## config.mk

```make
export PLATFORM = sky130hd
export DESIGN_NAME = windowed_watchdog_timer
export DESIGN_NICKNAME = d
export VERILOG_FILES = /design/src/guard_pkg.sv /design/src/tick_if.sv /design/src/rate_divider.sv /design/src/windowed_watchdog_timer.sv
export SDC_FILE = /design/constraint.sdc
export NUM_CORES = 1
export LEC_CHECK = 0
export BUFFER_PORTS_ARGS = -buffer_cell sky130_fd_sc_hd__buf_2
export CORE_MARGIN = 2
export CORE_UTILIZATION = 43
export CTS_BUF_LIST = sky130_fd_sc_hd__clkbuf_16
export CTS_CLUSTER_DIAMETER = 150
export DETAILED_ROUTE_END_ITERATION = 8
export GPL_TIMING_DRIVEN = 0
export RECOVER_POWER = 50
export SLEW_MARGIN = 5
export SYNTH_ARGS = -nofsm -noshare
export SYNTH_HDL_FRONTEND = slang
export SYNTH_SLANG_ARGS = --single-unit
export TNS_END_PERCENT = 100
```

## constraint.sdc

```tcl
create_clock -name ref_clk -period 5.7 [get_ports ref_clk]
set_clock_uncertainty 0.05 [all_clocks]
set_input_delay 0.285 -clock ref_clk [delete_from_list [all_inputs] [get_ports ref_clk]]
set_output_delay 0.285 -clock ref_clk [all_outputs]
set_load 0.02 [all_outputs]
```

## src/guard_pkg.sv

```systemverilog
// Purpose : Shared constants for the windowed watchdog timer
// Assumes : 8-bit register port, one clock (ref_clk, 125 MHz)
// Notes   : Offsets, field positions, reset values and counts live here only
//
// Notes on behaviour
// - 16-bit up count at pclk/2 or pclk/128
// - Two cascaded 8-bit stages, low carries high
// - Disabled after reset; nothing counts or fires
// - Enable loads reload:00 and starts counting
// - Service clears low byte, loads high byte
// - Hardware clears refresh request after service
// - Overflow without service: NMI, enter prewarning
// - Prewarning lasts 0x30 ticks, then system reset
// - Prewarning ignores refresh and disable
// - Refresh at overflow wins; no prewarning
// - Windowed refresh below window:00 forces reset
// - Period = 2^(1+6*sel)*(65536-reload*256)/fpclk
// - Window leaves period unchanged, same formula
// - Debug halt with suspend bit stops count
// - Count is read-only; writes ignored
// - Writing 1 to refresh bit starts service
// - Prewarn flag set on entry, zero after reset

package guard_pkg;

  // ----------------------------------------------------------------
  // Register map
  // ----------------------------------------------------------------
  localparam int          ADDR_W              = 4;
  localparam int          DATA_W              = 8;
  localparam logic [3:0]  OFS_CONTROL         = 4'h0;  // guard_control_reg
  localparam logic [3:0]  OFS_RELOAD          = 4'h1;  // reload_high_byte
  localparam logic [3:0]  OFS_WINDOW          = 4'h2;  // window_bound_byte
  localparam logic [3:0]  OFS_COUNT_LO        = 4'h3;  // guard_count_value low
  localparam logic [3:0]  OFS_COUNT_HI        = 4'h4;  // guard_count_value high
  localparam logic [3:0]  OFS_SUSPEND         = 4'h5;  // suspend_control_reg

  // ----------------------------------------------------------------
  // Control and suspend register fields
  // ----------------------------------------------------------------
  localparam int          BIT_PRESCALE_SEL    = 0;
  localparam int          BIT_REFRESH         = 1;
  localparam int          BIT_ENABLE          = 2;
  localparam int          BIT_PREWARN         = 4;
  localparam int          BIT_WINDOW_EN       = 5;
  localparam int          BIT_SUSPEND         = 0;

  // ----------------------------------------------------------------
  // Reset values and counts
  // ----------------------------------------------------------------
  localparam logic [7:0]  RST_BYTE            = 8'h00;
  localparam logic        RST_SUSPEND         = 1'b1;
  localparam logic [7:0]  PREWARN_COUNTS      = 8'h30;
  localparam logic [7:0]  BYTE_MAX            = 8'hff;
  localparam logic [15:0] COUNT_MAX           = 16'hffff;
  localparam int          DIV_FAST            = 2;
  localparam int          DIV_SLOW            = 128;

  // ----------------------------------------------------------------
  // Watchdog phases, one-hot
  // ----------------------------------------------------------------
  typedef enum logic [3:0] {
    ST_OFF     = 4'b0001,
    ST_RUN     = 4'b0010,
    ST_PREWARN = 4'b0100,
    ST_RESET   = 4'b1000
  } guard_state_e;

endpackage : guard_pkg

```

## src/tick_if.sv

```systemverilog
// Purpose : Carries the count-rate request and tick between watchdog parts
// Assumes : Same clock on both sides
// Notes   : tick is a one-cycle enable pulse
`timescale 1ns/100ps

interface tick_if;
  logic run;       // Prescaler counts while high
  logic slow_sel;  // 0: divide by 2, 1: divide by 128
  logic tick;      // One-cycle count-rate pulse

  modport owner   (output run, output slow_sel, input tick);
  modport divider (input run, input slow_sel, output tick);
endinterface : tick_if

```

## src/rate_divider.sv

```systemverilog
// Purpose : Divides ref_clk into the watchdog count-rate enable
// Assumes : Synchronous active-low reset
// Notes   : Restarts from zero whenever run drops, so a fresh start is clean
`timescale 1ns/100ps

module rate_divider #(
  parameter int FAST_DIV = guard_pkg::DIV_FAST,
  parameter int SLOW_DIV = guard_pkg::DIV_SLOW
) (
  // Clock and reset
  input  wire logic ref_clk,
  input  wire logic nrst,
  // Tick carrier
  tick_if.divider   tk
);
  localparam int CW = $clog2(SLOW_DIV);

  logic [CW-1:0] div_cnt;  // Cycles since last tick
  logic [CW-1:0] last;     // Terminal count for chosen rate

  // Terminal count follows the selected divider
  assign last = tk.slow_sel ? CW'(SLOW_DIV - 1) : CW'(FAST_DIV - 1);

  // ----------------------------------------------------------------
  // Divider counter and tick pulse
  // ----------------------------------------------------------------
  always_ff @(posedge ref_clk) begin
    if (!nrst || !tk.run) begin
      div_cnt <= '0;
      tk.tick <= 1'b0;
    end else if (div_cnt >= last) begin  // Also catches a rate change mid-count
      div_cnt <= '0;
      tk.tick <= 1'b1;
    end else begin
      div_cnt <= div_cnt + CW'(1);
      tk.tick <= 1'b0;
    end
  end
endmodule : rate_divider

```

## src/windowed_watchdog_timer.sv

```systemverilog
// Purpose : Windowed 16-bit watchdog with prewarning and debug suspend
// Assumes : ref_clk is the peripheral clock; registers on a plain strobe port
// Notes   : guard_system_reset stays high until nrst; the chip reset loops back
//
// Local design decisions: the strobed register port and the address map.
`timescale 1ns/100ps

module windowed_watchdog_timer
  import guard_pkg::*;
(
  // Clock and reset
  input  wire logic              ref_clk,
  input  wire logic              nrst,
  // Register port
  input  wire logic [ADDR_W-1:0] addr,
  input  wire logic [DATA_W-1:0] wdata,
  input  wire logic              wr,
  input  wire logic              rd,
  output logic      [DATA_W-1:0] rdata,
  // Debugger halt, asynchronous pin
  input  wire logic              debug_halted,
  // Watchdog outcomes
  output logic                   timeout_nmi,
  output logic                   guard_system_reset,
  output logic                   prewarn_flag
);

  // ----------------------------------------------------------------
  // Declarations
  // ----------------------------------------------------------------
  guard_state_e state;                // Watchdog phase
  logic [7:0]   count_lo;             // Low stage of the count
  logic [7:0]   count_hi;             // High stage of the count
  logic [15:0]  count;                // Both stages together
  logic [7:0]   reload_high_byte;     // Service reload for high stage
  logic [7:0]   window_bound_byte;    // Window boundary high byte
  logic         prescale_select;      // 0: /2, 1: /128
  logic         guard_enable;         // Software enable
  logic         window_check_enable;  // Window check on
  logic         refresh_request;      // Pending service, lives one cycle
  logic         debug_halt_suspend;   // Suspend during debug halt
  logic         halt_meta;            // Synchroniser first stage
  logic         halt_sync;            // Synchronised halt
  logic         suspended;            // Count frozen
  logic         advance;              // Count step this cycle
  logic         service;              // Service acts this cycle
  logic         in_window;            // Count below window boundary
  logic         early_refresh;        // Service inside the window
  logic         overflow;             // Count wraps this cycle
  logic         ctrl_wr;              // Control register written
  logic [7:0]   pw_cnt;               // Prewarning ticks elapsed
  logic         pw_done;              // Last prewarning tick
  logic         enter_pw;             // Overflow takes the block into prewarning

  tick_if tk ();

  // ----------------------------------------------------------------
  // Count-rate divider
  // ----------------------------------------------------------------
  // Prescaler input is gated while suspended, as the count clock would be
  assign tk.run      = (state == ST_RUN || state == ST_PREWARN) && !suspended;
  assign tk.slow_sel = prescale_select;

  rate_divider u_rate (
    .ref_clk (ref_clk),
    .nrst    (nrst),
    .tk      (tk)
  );

  // ----------------------------------------------------------------
  // Debug halt synchroniser
  // ----------------------------------------------------------------
  // Halt comes from the debug domain; two flops before any use
  always_ff @(posedge ref_clk) begin
    if (!nrst) begin
      halt_meta <= 1'b0;
      halt_sync <= 1'b0;
    end else begin
      halt_meta <= debug_halted;
      halt_sync <= halt_meta;
    end
  end

  // ----------------------------------------------------------------
  // Combinational decode
  // ----------------------------------------------------------------
  assign count         = {count_hi, count_lo};
  assign suspended     = halt_sync && debug_halt_suspend;
  assign advance       = tk.tick && !suspended;
  assign ctrl_wr       = wr && (addr == OFS_CONTROL);
  // Service only acts in normal counting
  assign service       = refresh_request && (state == ST_RUN);
  assign in_window     = count < {window_bound_byte, RST_BYTE};
  assign early_refresh = service && window_check_enable && in_window;
  assign overflow      = advance && (count == COUNT_MAX);
  assign pw_done       = advance && (pw_cnt == PREWARN_COUNTS - 8'h01);
  // A disable written on the overflow edge wins, so a stopped block raises no NMI
  assign enter_pw      = (state == ST_RUN) && overflow && !service && !(ctrl_wr && !wdata[BIT_ENABLE]);

  // ----------------------------------------------------------------
  // Phase machine
  // ----------------------------------------------------------------
  always_ff @(posedge ref_clk) begin
    if (!nrst) begin
      state <= ST_OFF;
    end else begin
      case (state)
        ST_OFF: begin
          if (ctrl_wr && wdata[BIT_ENABLE]) begin
            state <= ST_RUN;
          end
        end
        ST_RUN: begin
          if (early_refresh) begin
            state <= ST_RESET;
          end else if (ctrl_wr && !wdata[BIT_ENABLE]) begin
            state <= ST_OFF;
          end else if (overflow && !service) begin
            state <= ST_PREWARN;
          end
        end
        ST_PREWARN: begin
          // Disable writes have no hold here
          if (pw_done) begin
            state <= ST_RESET;
          end
        end
        ST_RESET: begin
          state <= ST_RESET;  // Only nrst leaves this phase
        end
        default: begin
          state <= ST_OFF;
        end
      endcase
    end
  end

  // ----------------------------------------------------------------
  // Two-stage counter
  // ----------------------------------------------------------------
  always_ff @(posedge ref_clk) begin
    if (!nrst) begin
      count_lo <= RST_BYTE;
      count_hi <= RST_BYTE;
    end else if (state == ST_OFF && ctrl_wr && wdata[BIT_ENABLE]) begin
      count_lo <= RST_BYTE;
      count_hi <= reload_high_byte;
    end else if (service) begin
      // Service wins over a coinciding overflow step
      count_lo <= RST_BYTE;
      count_hi <= reload_high_byte;
    end else if (state == ST_RUN && advance) begin
      count_lo <= count_lo + 8'h01;
      if (count_lo == BYTE_MAX) begin
        count_hi <= count_hi + 8'h01;
      end
    end
  end

  // ----------------------------------------------------------------
  // Prewarning tick count
  // ----------------------------------------------------------------
  always_ff @(posedge ref_clk) begin
    if (!nrst || state != ST_PREWARN) begin
      pw_cnt <= RST_BYTE;
    end else if (advance) begin
      pw_cnt <= pw_cnt + 8'h01;
    end
  end

  // ----------------------------------------------------------------
  // Control fields
  // ----------------------------------------------------------------
  always_ff @(posedge ref_clk) begin
    if (!nrst) begin
      prescale_select     <= 1'b0;
      guard_enable        <= 1'b0;
      window_check_enable <= 1'b0;
    end else if (ctrl_wr) begin
      prescale_select     <= wdata[BIT_PRESCALE_SEL];
      window_check_enable <= wdata[BIT_WINDOW_EN];
      // Clearing enable is refused during prewarning and after reset fires
      if (state == ST_OFF || state == ST_RUN) begin
        guard_enable <= wdata[BIT_ENABLE];
      end
    end
  end

  // ----------------------------------------------------------------
  // Refresh request, one-cycle life
  // ----------------------------------------------------------------
  always_ff @(posedge ref_clk) begin
    if (!nrst) begin
      refresh_request <= 1'b0;
    end else if (ctrl_wr && wdata[BIT_REFRESH]) begin
      refresh_request <= 1'b1;
    end else begin
      refresh_request <= 1'b0;
    end
  end

  // ----------------------------------------------------------------
  // Reload, window and suspend registers
  // ----------------------------------------------------------------
  always_ff @(posedge ref_clk) begin
    if (!nrst) begin
      reload_high_byte   <= RST_BYTE;
      window_bound_byte  <= RST_BYTE;
      debug_halt_suspend <= RST_SUSPEND;
    end else if (wr) begin
      case (addr)
        OFS_RELOAD:  reload_high_byte   <= wdata;
        OFS_WINDOW:  window_bound_byte  <= wdata;
        OFS_SUSPEND: debug_halt_suspend <= wdata[BIT_SUSPEND];
        default: begin
          // Count addresses and unmapped ones ignore writes
        end
      endcase
    end
  end

  // ----------------------------------------------------------------
  // Outcome outputs
  // ----------------------------------------------------------------
  always_ff @(posedge ref_clk) begin
    if (!nrst) begin
      timeout_nmi        <= 1'b0;
      prewarn_flag       <= 1'b0;
      guard_system_reset <= 1'b0;
    end else begin
      // NMI request is a one-cycle pulse on prewarning entry
      timeout_nmi <= enter_pw;
      if (enter_pw) begin
        prewarn_flag <= 1'b1;
      end
      if ((state == ST_PREWARN && pw_done) || (state == ST_RUN && early_refresh)) begin
        guard_system_reset <= 1'b1;
      end
    end
  end

  // ----------------------------------------------------------------
  // Read port, data one cycle after the strobe
  // ----------------------------------------------------------------
  always_ff @(posedge ref_clk) begin
    if (!nrst) begin
      rdata <= RST_BYTE;
    end else if (rd) begin
      case (addr)
        OFS_CONTROL: begin
          rdata                   <= RST_BYTE;
          rdata[BIT_PRESCALE_SEL] <= prescale_select;
          rdata[BIT_REFRESH]      <= refresh_request;
          rdata[BIT_ENABLE]       <= guard_enable;
          rdata[BIT_PREWARN]      <= prewarn_flag;
          rdata[BIT_WINDOW_EN]    <= window_check_enable;
        end
        OFS_RELOAD:   rdata <= reload_high_byte;
        OFS_WINDOW:   rdata <= window_bound_byte;
        OFS_COUNT_LO: rdata <= count_lo;
        OFS_COUNT_HI: rdata <= count_hi;
        OFS_SUSPEND: begin
          rdata              <= RST_BYTE;
          rdata[BIT_SUSPEND] <= debug_halt_suspend;
        end
        default:      rdata <= RST_BYTE;  // Unmapped reads zero
      endcase
    end else begin
      rdata <= RST_BYTE;  // Data stands one cycle only
    end
  end

  // ----------------------------------------------------------------
  // Checks
  // ----------------------------------------------------------------
  a_off_no_count: assert property (
    @(posedge ref_clk) disable iff (!nrst)
    (state == ST_OFF && !ctrl_wr) |=> $stable(count) && !guard_system_reset)
    else $error("count moved while disabled");

  a_enable_loads: assert property (
    @(posedge ref_clk) disable iff (!nrst)
    (state == ST_OFF && ctrl_wr && wdata[BIT_ENABLE])
      |=> state == ST_RUN && count == {$past(reload_high_byte), RST_BYTE})
    else $error("enable did not load start value");

  a_service_reload: assert property (
    @(posedge ref_clk) disable iff (!nrst)
    (service && !early_refresh) |=> count == {$past(reload_high_byte), RST_BYTE} && state == ST_RUN)
    else $error("service did not reload");

  a_refresh_clears: assert property (
    @(posedge ref_clk) disable iff (!nrst)
    (refresh_request && !(ctrl_wr && wdata[BIT_REFRESH])) |=> !refresh_request)
    else $error("refresh request not cleared");

  a_count_steps: assert property (
    @(posedge ref_clk) disable iff (!nrst)
    (state == ST_RUN && advance && !refresh_request && !ctrl_wr && count != COUNT_MAX)
      |=> count == $past(count) + 16'h0001)
    else $error("counter step wrong");

  a_overflow_nmi: assert property (
    @(posedge ref_clk) disable iff (!nrst)
    (state == ST_RUN && overflow && !refresh_request && !ctrl_wr)
      |=> timeout_nmi && prewarn_flag && state == ST_PREWARN ##1 !timeout_nmi)
    else $error("overflow did not raise prewarning");

  a_race_refresh: assert property (
    @(posedge ref_clk) disable iff (!nrst)
    (state == ST_RUN && overflow && service && !early_refresh) |=> state == ST_RUN && !prewarn_flag)
    else $error("refresh lost to overflow");

  a_prewarn_end: assert property (
    @(posedge ref_clk) disable iff (!nrst)
    (state == ST_PREWARN && advance && pw_cnt == PREWARN_COUNTS - 8'h01)
      |=> guard_system_reset ##1 guard_system_reset)
    else $error("prewarning end missed reset");

  a_prewarn_locked: assert property (
    @(posedge ref_clk) disable iff (!nrst)
    (state == ST_PREWARN) |=> (state == ST_PREWARN || state == ST_RESET) && guard_enable)
    else $error("prewarning left or disabled");

  a_window_reset: assert property (
    @(posedge ref_clk) disable iff (!nrst)
    (state == ST_RUN && refresh_request && window_check_enable && in_window) |=> guard_system_reset)
    else $error("early refresh did not reset");

  a_suspend_hold: assert property (
    @(posedge ref_clk) disable iff (!nrst)
    (state == ST_RUN && suspended && !refresh_request && !ctrl_wr) |=> $stable(count))
    else $error("count moved during suspend");

  a_flag_sticky: assert property (
    @(posedge ref_clk) disable iff (!nrst)
    prewarn_flag |=> prewarn_flag)
    else $error("prewarn flag dropped");

  a_prewarn_refresh: assert property (
    @(posedge ref_clk) disable iff (!nrst)
    (state == ST_PREWARN && refresh_request) |=> $stable(count) && state != ST_RUN)
    else $error("refresh acted in prewarning");

  a_tick_only: assert property (
    @(posedge ref_clk) disable iff (!nrst)
    (state == ST_RUN && !advance && !refresh_request && !ctrl_wr) |=> $stable(count))
    else $error("count moved without tick");

endmodule : windowed_watchdog_timer

```

After elaboration in Yosys (flattened, before gate mapping)
Cells that the tools add are included.

operators by class
  bitwise operators = 1
  equality and inequality tests = 16
  $lt $le $gt $ge = 2
  reductions and logical operators = 44
  mux-type cells = 14
  $add $sub $neg = 4

operators with widths
  kind                  number
  $pmux 8 s6            1
  $mux 8                4
  $add 8x1->8 const B   3
  $logic_and 1x1->1     21
  $mux 4                5
  $eq 16x16->1 const B  1
  $lt 16x16->1          1
  $pmux 4 s4            1
  $eq 4x2->1 const B    3
  $eq 4x3->1 const B    3
  $reduce_and 2->1      6
  $eq 4x1->1 const B    2
  $eq 8x6->1 const B    1
  $eq 8x8->1 const B    1
  $add 7x1->7 const B   1
  $ge 7x7->1            1
  $mux 7                1
  $logic_not 1->1       6
  $reduce_bool 3->1     2
  $logic_or 1x1->1      5
  $eq 4x4->1 const B    1
  $logic_not 4->1       1
  $ne 2x2->1 const B    2
  $ne 4x2->1 const B    1
  other kinds (6)       7

word-level totals
  register bits = 70
  output and inout port bits = 11
  word-level logic and storage cells = 100
  bits of input ports = 17

Longest topological paths before layout
  depth in word-level cells = 9
  mapped depth = 7
  depth with buffers taken out = 7

By module
A second synthesis with hierarchy kept.

second synthesis, totals
  cell total of the unflattened synthesis = 372
  area total of the unflattened synthesis = 3470.8 µm²

by module, submodules not included
  module                   sequential area each (µm²)  area an instance (µm²)  instances  cells each
  windowed_watchdog_timer  1241.2                      3021.6                  1          327
  rate_divider             160.2                       449.2                   1          45

Worst setup path before layout
OpenSTA, ideal clock, no wires.

  path type = reg-to-reg
  start point = register state[2]
  end point = register count_hi[4]
  data required time = 5528 ps
  setup time = 122 ps
  stages on the path, launching flop included = 7
  slack = 3854 ps
  data arrival time = 1674 ps
  path buffers = 1
  clock period less this slack = 1846 ps
  cell sequence = dfxtp_1 buf_6 or4b_4 nor4_4 nand4_1 xor2_1 a21oi_2

on the way
  cells in the longest elaborated chain, start to end = 5
  elaborated cells between the ends (all ways) = 11
  those cells by class = eq/ne (2); mux (2); reduce/logical (7)

ends and longest elaborated chain
  element                         line                            text
  start: declaration              windowed_watchdog_timer.sv:31   guard_state_e state;
  start signal: assignment        windowed_watchdog_timer.sv:105  state <= ST_OFF;
  start signal: assignment        windowed_watchdog_timer.sv:110  state <= ST_RUN;
  start signal: assignment        windowed_watchdog_timer.sv:115  state <= ST_RESET;
  $eq 4x1->1                      windowed_watchdog_timer.sv:145  end else if (state == ST_OFF && ctrl_wr && wdata[BIT_ENABLE]) begin
  $logic_and 1x1->1 (2 in a row)  windowed_watchdog_timer.sv:145
  $reduce_bool 3->1 (no line)     --
  $reduce_and 2->1 (no line)      --
  end signal: assignment          windowed_watchdog_timer.sv:147  count_hi <= reload_high_byte;
  end signal: assignment          windowed_watchdog_timer.sv:151  count_hi <= reload_high_byte;
  end signal: assignment          windowed_watchdog_timer.sv:155  count_hi <= count_hi + 8'h01;
  end: declaration                windowed_watchdog_timer.sv:33   logic [7:0] count_hi;

Several ways; a longest one is shown, not always the timed one.
A chain may end at the register's enable or synchronous reset.

Worst setup path after layout
  start point = register state[0]
  end point = register count_hi[7]

The elaborated chain is that of the path after synthesis.

==> impl_metrics.yaml <==
place:
  dp_hpwl_um: 6080
  io_buffers: 26
  gp_congestion: 0.928
synthesis:
  async_flop_share_pct: 0
  ys.flop_type: "dfxtp_1"
  ys_warn_count: 0
  netlist_area_mm2: 0.00347
  ys_types: 49
  synth_seq_cells: 70
  synth_cells: 383
  seq_area_frac_synth_pct: 40.4
  synth-edff-count: 0
  syn_nets: 417
  synth_area_per_cell_um2: 9.07
sta:
  setup_viol: 0
  finalHoldViolCount: 0
  period_needed_ps: 2340
  tightest_slew_ps: 929
  fmax_ghz: 0.427
  finalSetupTns_ps: 0
  relSlewSlack_pct: 37.9
  whs_ps: 109
  final_max_slew_viol_count: 0
  rsz0062_at_grt: "no"
  fin_crit_sh_pct: 41.1
clocking:
  ctsHoldBuffers: 0
  cts_tree: "done"
  cts.sinks: 70
  ctsResizeCount: 0
  clk_pin_slew_ps: 50
  cts_buffer_depth: 2
  h-tree-depth: 3
  root_buffer: "clkbuf_16"
  cts_buffers: 9
  insertion_delay_ps: 330
  postCtsSetupBuffers: 0
floorplan:
  initial_core_util_pct: 44.7
  die_w_um: 93.9
  io_pins: 28
  rows: 32
  dieHeight_um: 93.9
  die_area_mm2: 0.00881
  core-area_mm2: 0.00777
power_and_ir_drop:
  powerDensity_mw_per_mm2: 266
  irDropWorstVdd_v: 0.000205
  seq_power_share_pct: 47.4
  pwr-share-clk_pct: 46.6
  p_sw_mw: 0.250
  p_int_mw: 0.806
  pwr-share-comb_pct: 6.1
  leakage_nw: 1.50
  p_sw_share_pct: 23.7
final_layout:
  nNetsFinal: 454
  seqCellArea_mm2: 0.00140
  n_antenna_cell: 0
  syn2layout_area_growth_pct: 14.5
  num-fill-cells: 757
  multiInputGateArea_mm2: 0.00195
  drive_gt1_share_pct: 9.88
critical_path:
  cp_max_fo: 10
  crit_chain: "clkbuf_1 > nor4b_1 > a32oi_1 > buf_4 > o21ai_0 > a21oi_1"
  reg2reg_slack_ps: 3360
  r2r-start: "state[0]"
  start_kind: "flip-flop"
  crit_required_ps: 5870
  worstReg2RegEnd: "count_hi[7]"
  setup.worst_path.start: "state[0]"
  cp-end-kind: "flip-flop"
  critPathMaxStageDelay_ps: 610
  crit_slowest_cell: "nor4b_1"
  crit_type: "reg -> reg"
  worstPathArrival_ps: 2510
  r2r_cells: 6
worst_hold_path:
  whs_path_depth: 2
  holdPathEnd: "halt_meta"
  holdCritStartpoint: "debug_halted"
  hold_class: "in -> reg"
grt:
  grt_pass1_wl_um: 13800
  grtUsageTotal_pct: 20.8
  antenna_found_initial: 0
  grt_pass1_vias: 2746
  grt_overflow: 0
  grt_max_degree: 12
flow_run:
  maxCapViolations: 0
route:
  drc: 0
  wl_per_cell_um: 15.9
  drtAntennaViolNets: 0
  drtIter0Drc: 138
  vias: 2830
  drtPass1Iterations: 5
  drt-total-wl_um: 8390
  via_per_inst: 5.37
run_status:
  outcome: "complete, no violations"
[cells by family (layout without fill, tap and decap cells)]
logic type | Yosys count | count (layout) | synth area share [%]
XOR/XNOR | 27 | 27 | 6.81
adder cells (fa/ha/maj) | 17 | 17 | 6.13
flip-flops | 70 | 70 | 40.4
AO/OA/AOI/OAI | 68 | 68 | 13.2
buffers and inverters | 29 | 71 | 3.68
multiplexers | 26 | 26 | 7.64
AND/OR/NAND/NOR | 146 | 146 | 22.2
[power groups by stage]
stage               Clock, mW  Sequential (mW)  Combinational, mW
floorplan                   0            0.510             0.0428
global placement            0            0.511             0.0638
detailed placement          0            0.511             0.0642
CTS                     0.498            0.500             0.0649
global route            0.519            0.501             0.0709
finish                  0.492            0.501             0.0643
[cell usage in the layout (no fill, tap or decap), types with 3 or more instances in the layout]
master	count
and3_1	7
xnor2_1	14
a22oi_1	4
a211oi_1	3
mux2i_1	22
nand3_1	15
o211ai_1	3
nor2_1	45
nand4b_1	3
a22o_1	3
xor2_1	13
ha_1	17
mux2_2	4
o21ai_0	20
nor2b_1	20
nand2_1	25
clkinv_1	3
clkbuf_16	9
o21a_1	4
buf_2	14
a21oi_1	12
dfxtp_1	70
a222oi_1	4
clkbuf_1	22
inv_1	17
nor3_1	6
nand4_1	8
[worst max-delay path: cells and delay by family (launching register included)]
kind / cells / cell delay (ps)
and+or+nand+nor: 1 / 610
buffers and inverters: 2 / 610
DFF: 1 / 300
AOI/OAI and AO/OA: 3 / 660
[worst max path at each step]
| stage | end | slack, ps |
|---|---|---|
| floorplan | count_hi[4] | 3850 |
| global placement | rdata[2] | 3280 |
| detailed placement | count_hi[7] | 3450 |
| CTS | count_hi[7] | 3540 |
| global route | count_hi[6] | 3190 |
| finish | count_hi[7] | 3360 |
[registers in the layout, summed over array words and instances (netlist names), 4 cells and up]
| name | count |
|---|---|
| state | 4 |
| window_bound_byte | 8 |
| reload_high_byte | 8 |
| rdata | 8 |
| u_rate.div_cnt | 7 |
| count_lo | 8 |
| count_hi | 8 |
| pw_cnt | 8 |
[cells in the mapped netlist (4+ instances only)]
cell	number	share of area (%)
a21oi_1	12	1.7
a222oi_1	4	1.2
a22oi_1	4	0.86
and3_1	7	1.3
clkbuf_1	9	0.97
dfxtp_1	70	40
ha_1	17	6.1
inv_1	16	1.7
mux2_2	4	1.3
mux2i_1	22	6.3
nand2_1	25	2.7
nand3_1	15	2.2
nand4_1	8	1.4
nor2_1	45	4.9
nor2b_1	20	3.6
nor3_1	6	0.86
o21a_1	4	0.86
o21ai_0	20	2.9
xnor2_1	14	3.5
xor2_1	13	3.3
[cell type report]
type / instances / area share, %
clock buffers: 9 / 5.67
plain buffers: 13 / 1.61
inverters: 16 / 1.51
multi-input cells: 284 / 49.0
well taps: 102 / 3.21
repair buffers: 26 / 2.90
flip-flops and latches: 70 / 35.3
clock inverters: 7 / 0.818
[per-layer routing]
metal  vias to the layer above  wire, um  global-route usage [%]  share of wire, %
li1                       1426         -                       -                 -
met1                      1325      3910                    27.3                47
met2                        69      3860                    33.8                46
met3                        10       512                    5.14               6.1
met4                         0       104                    6.16               1.2
met5                         -         0                       0                 0
[through the flow]
stage	util (%)	cells	power [mW]	area (um^2)	setup WS [ps]
floorplan	-	383	0.553	3470	3850
detailed placement	48.1	511	0.575	3740	3450
CTS	51.4	527	1.06	3990	3540
finish	51.2	527	1.06	3980	3360
global placement	48.0	511	0.575	3730	3280
global route	51.2	527	1.09	3980	3190
(Power assumes the default switching activity.)
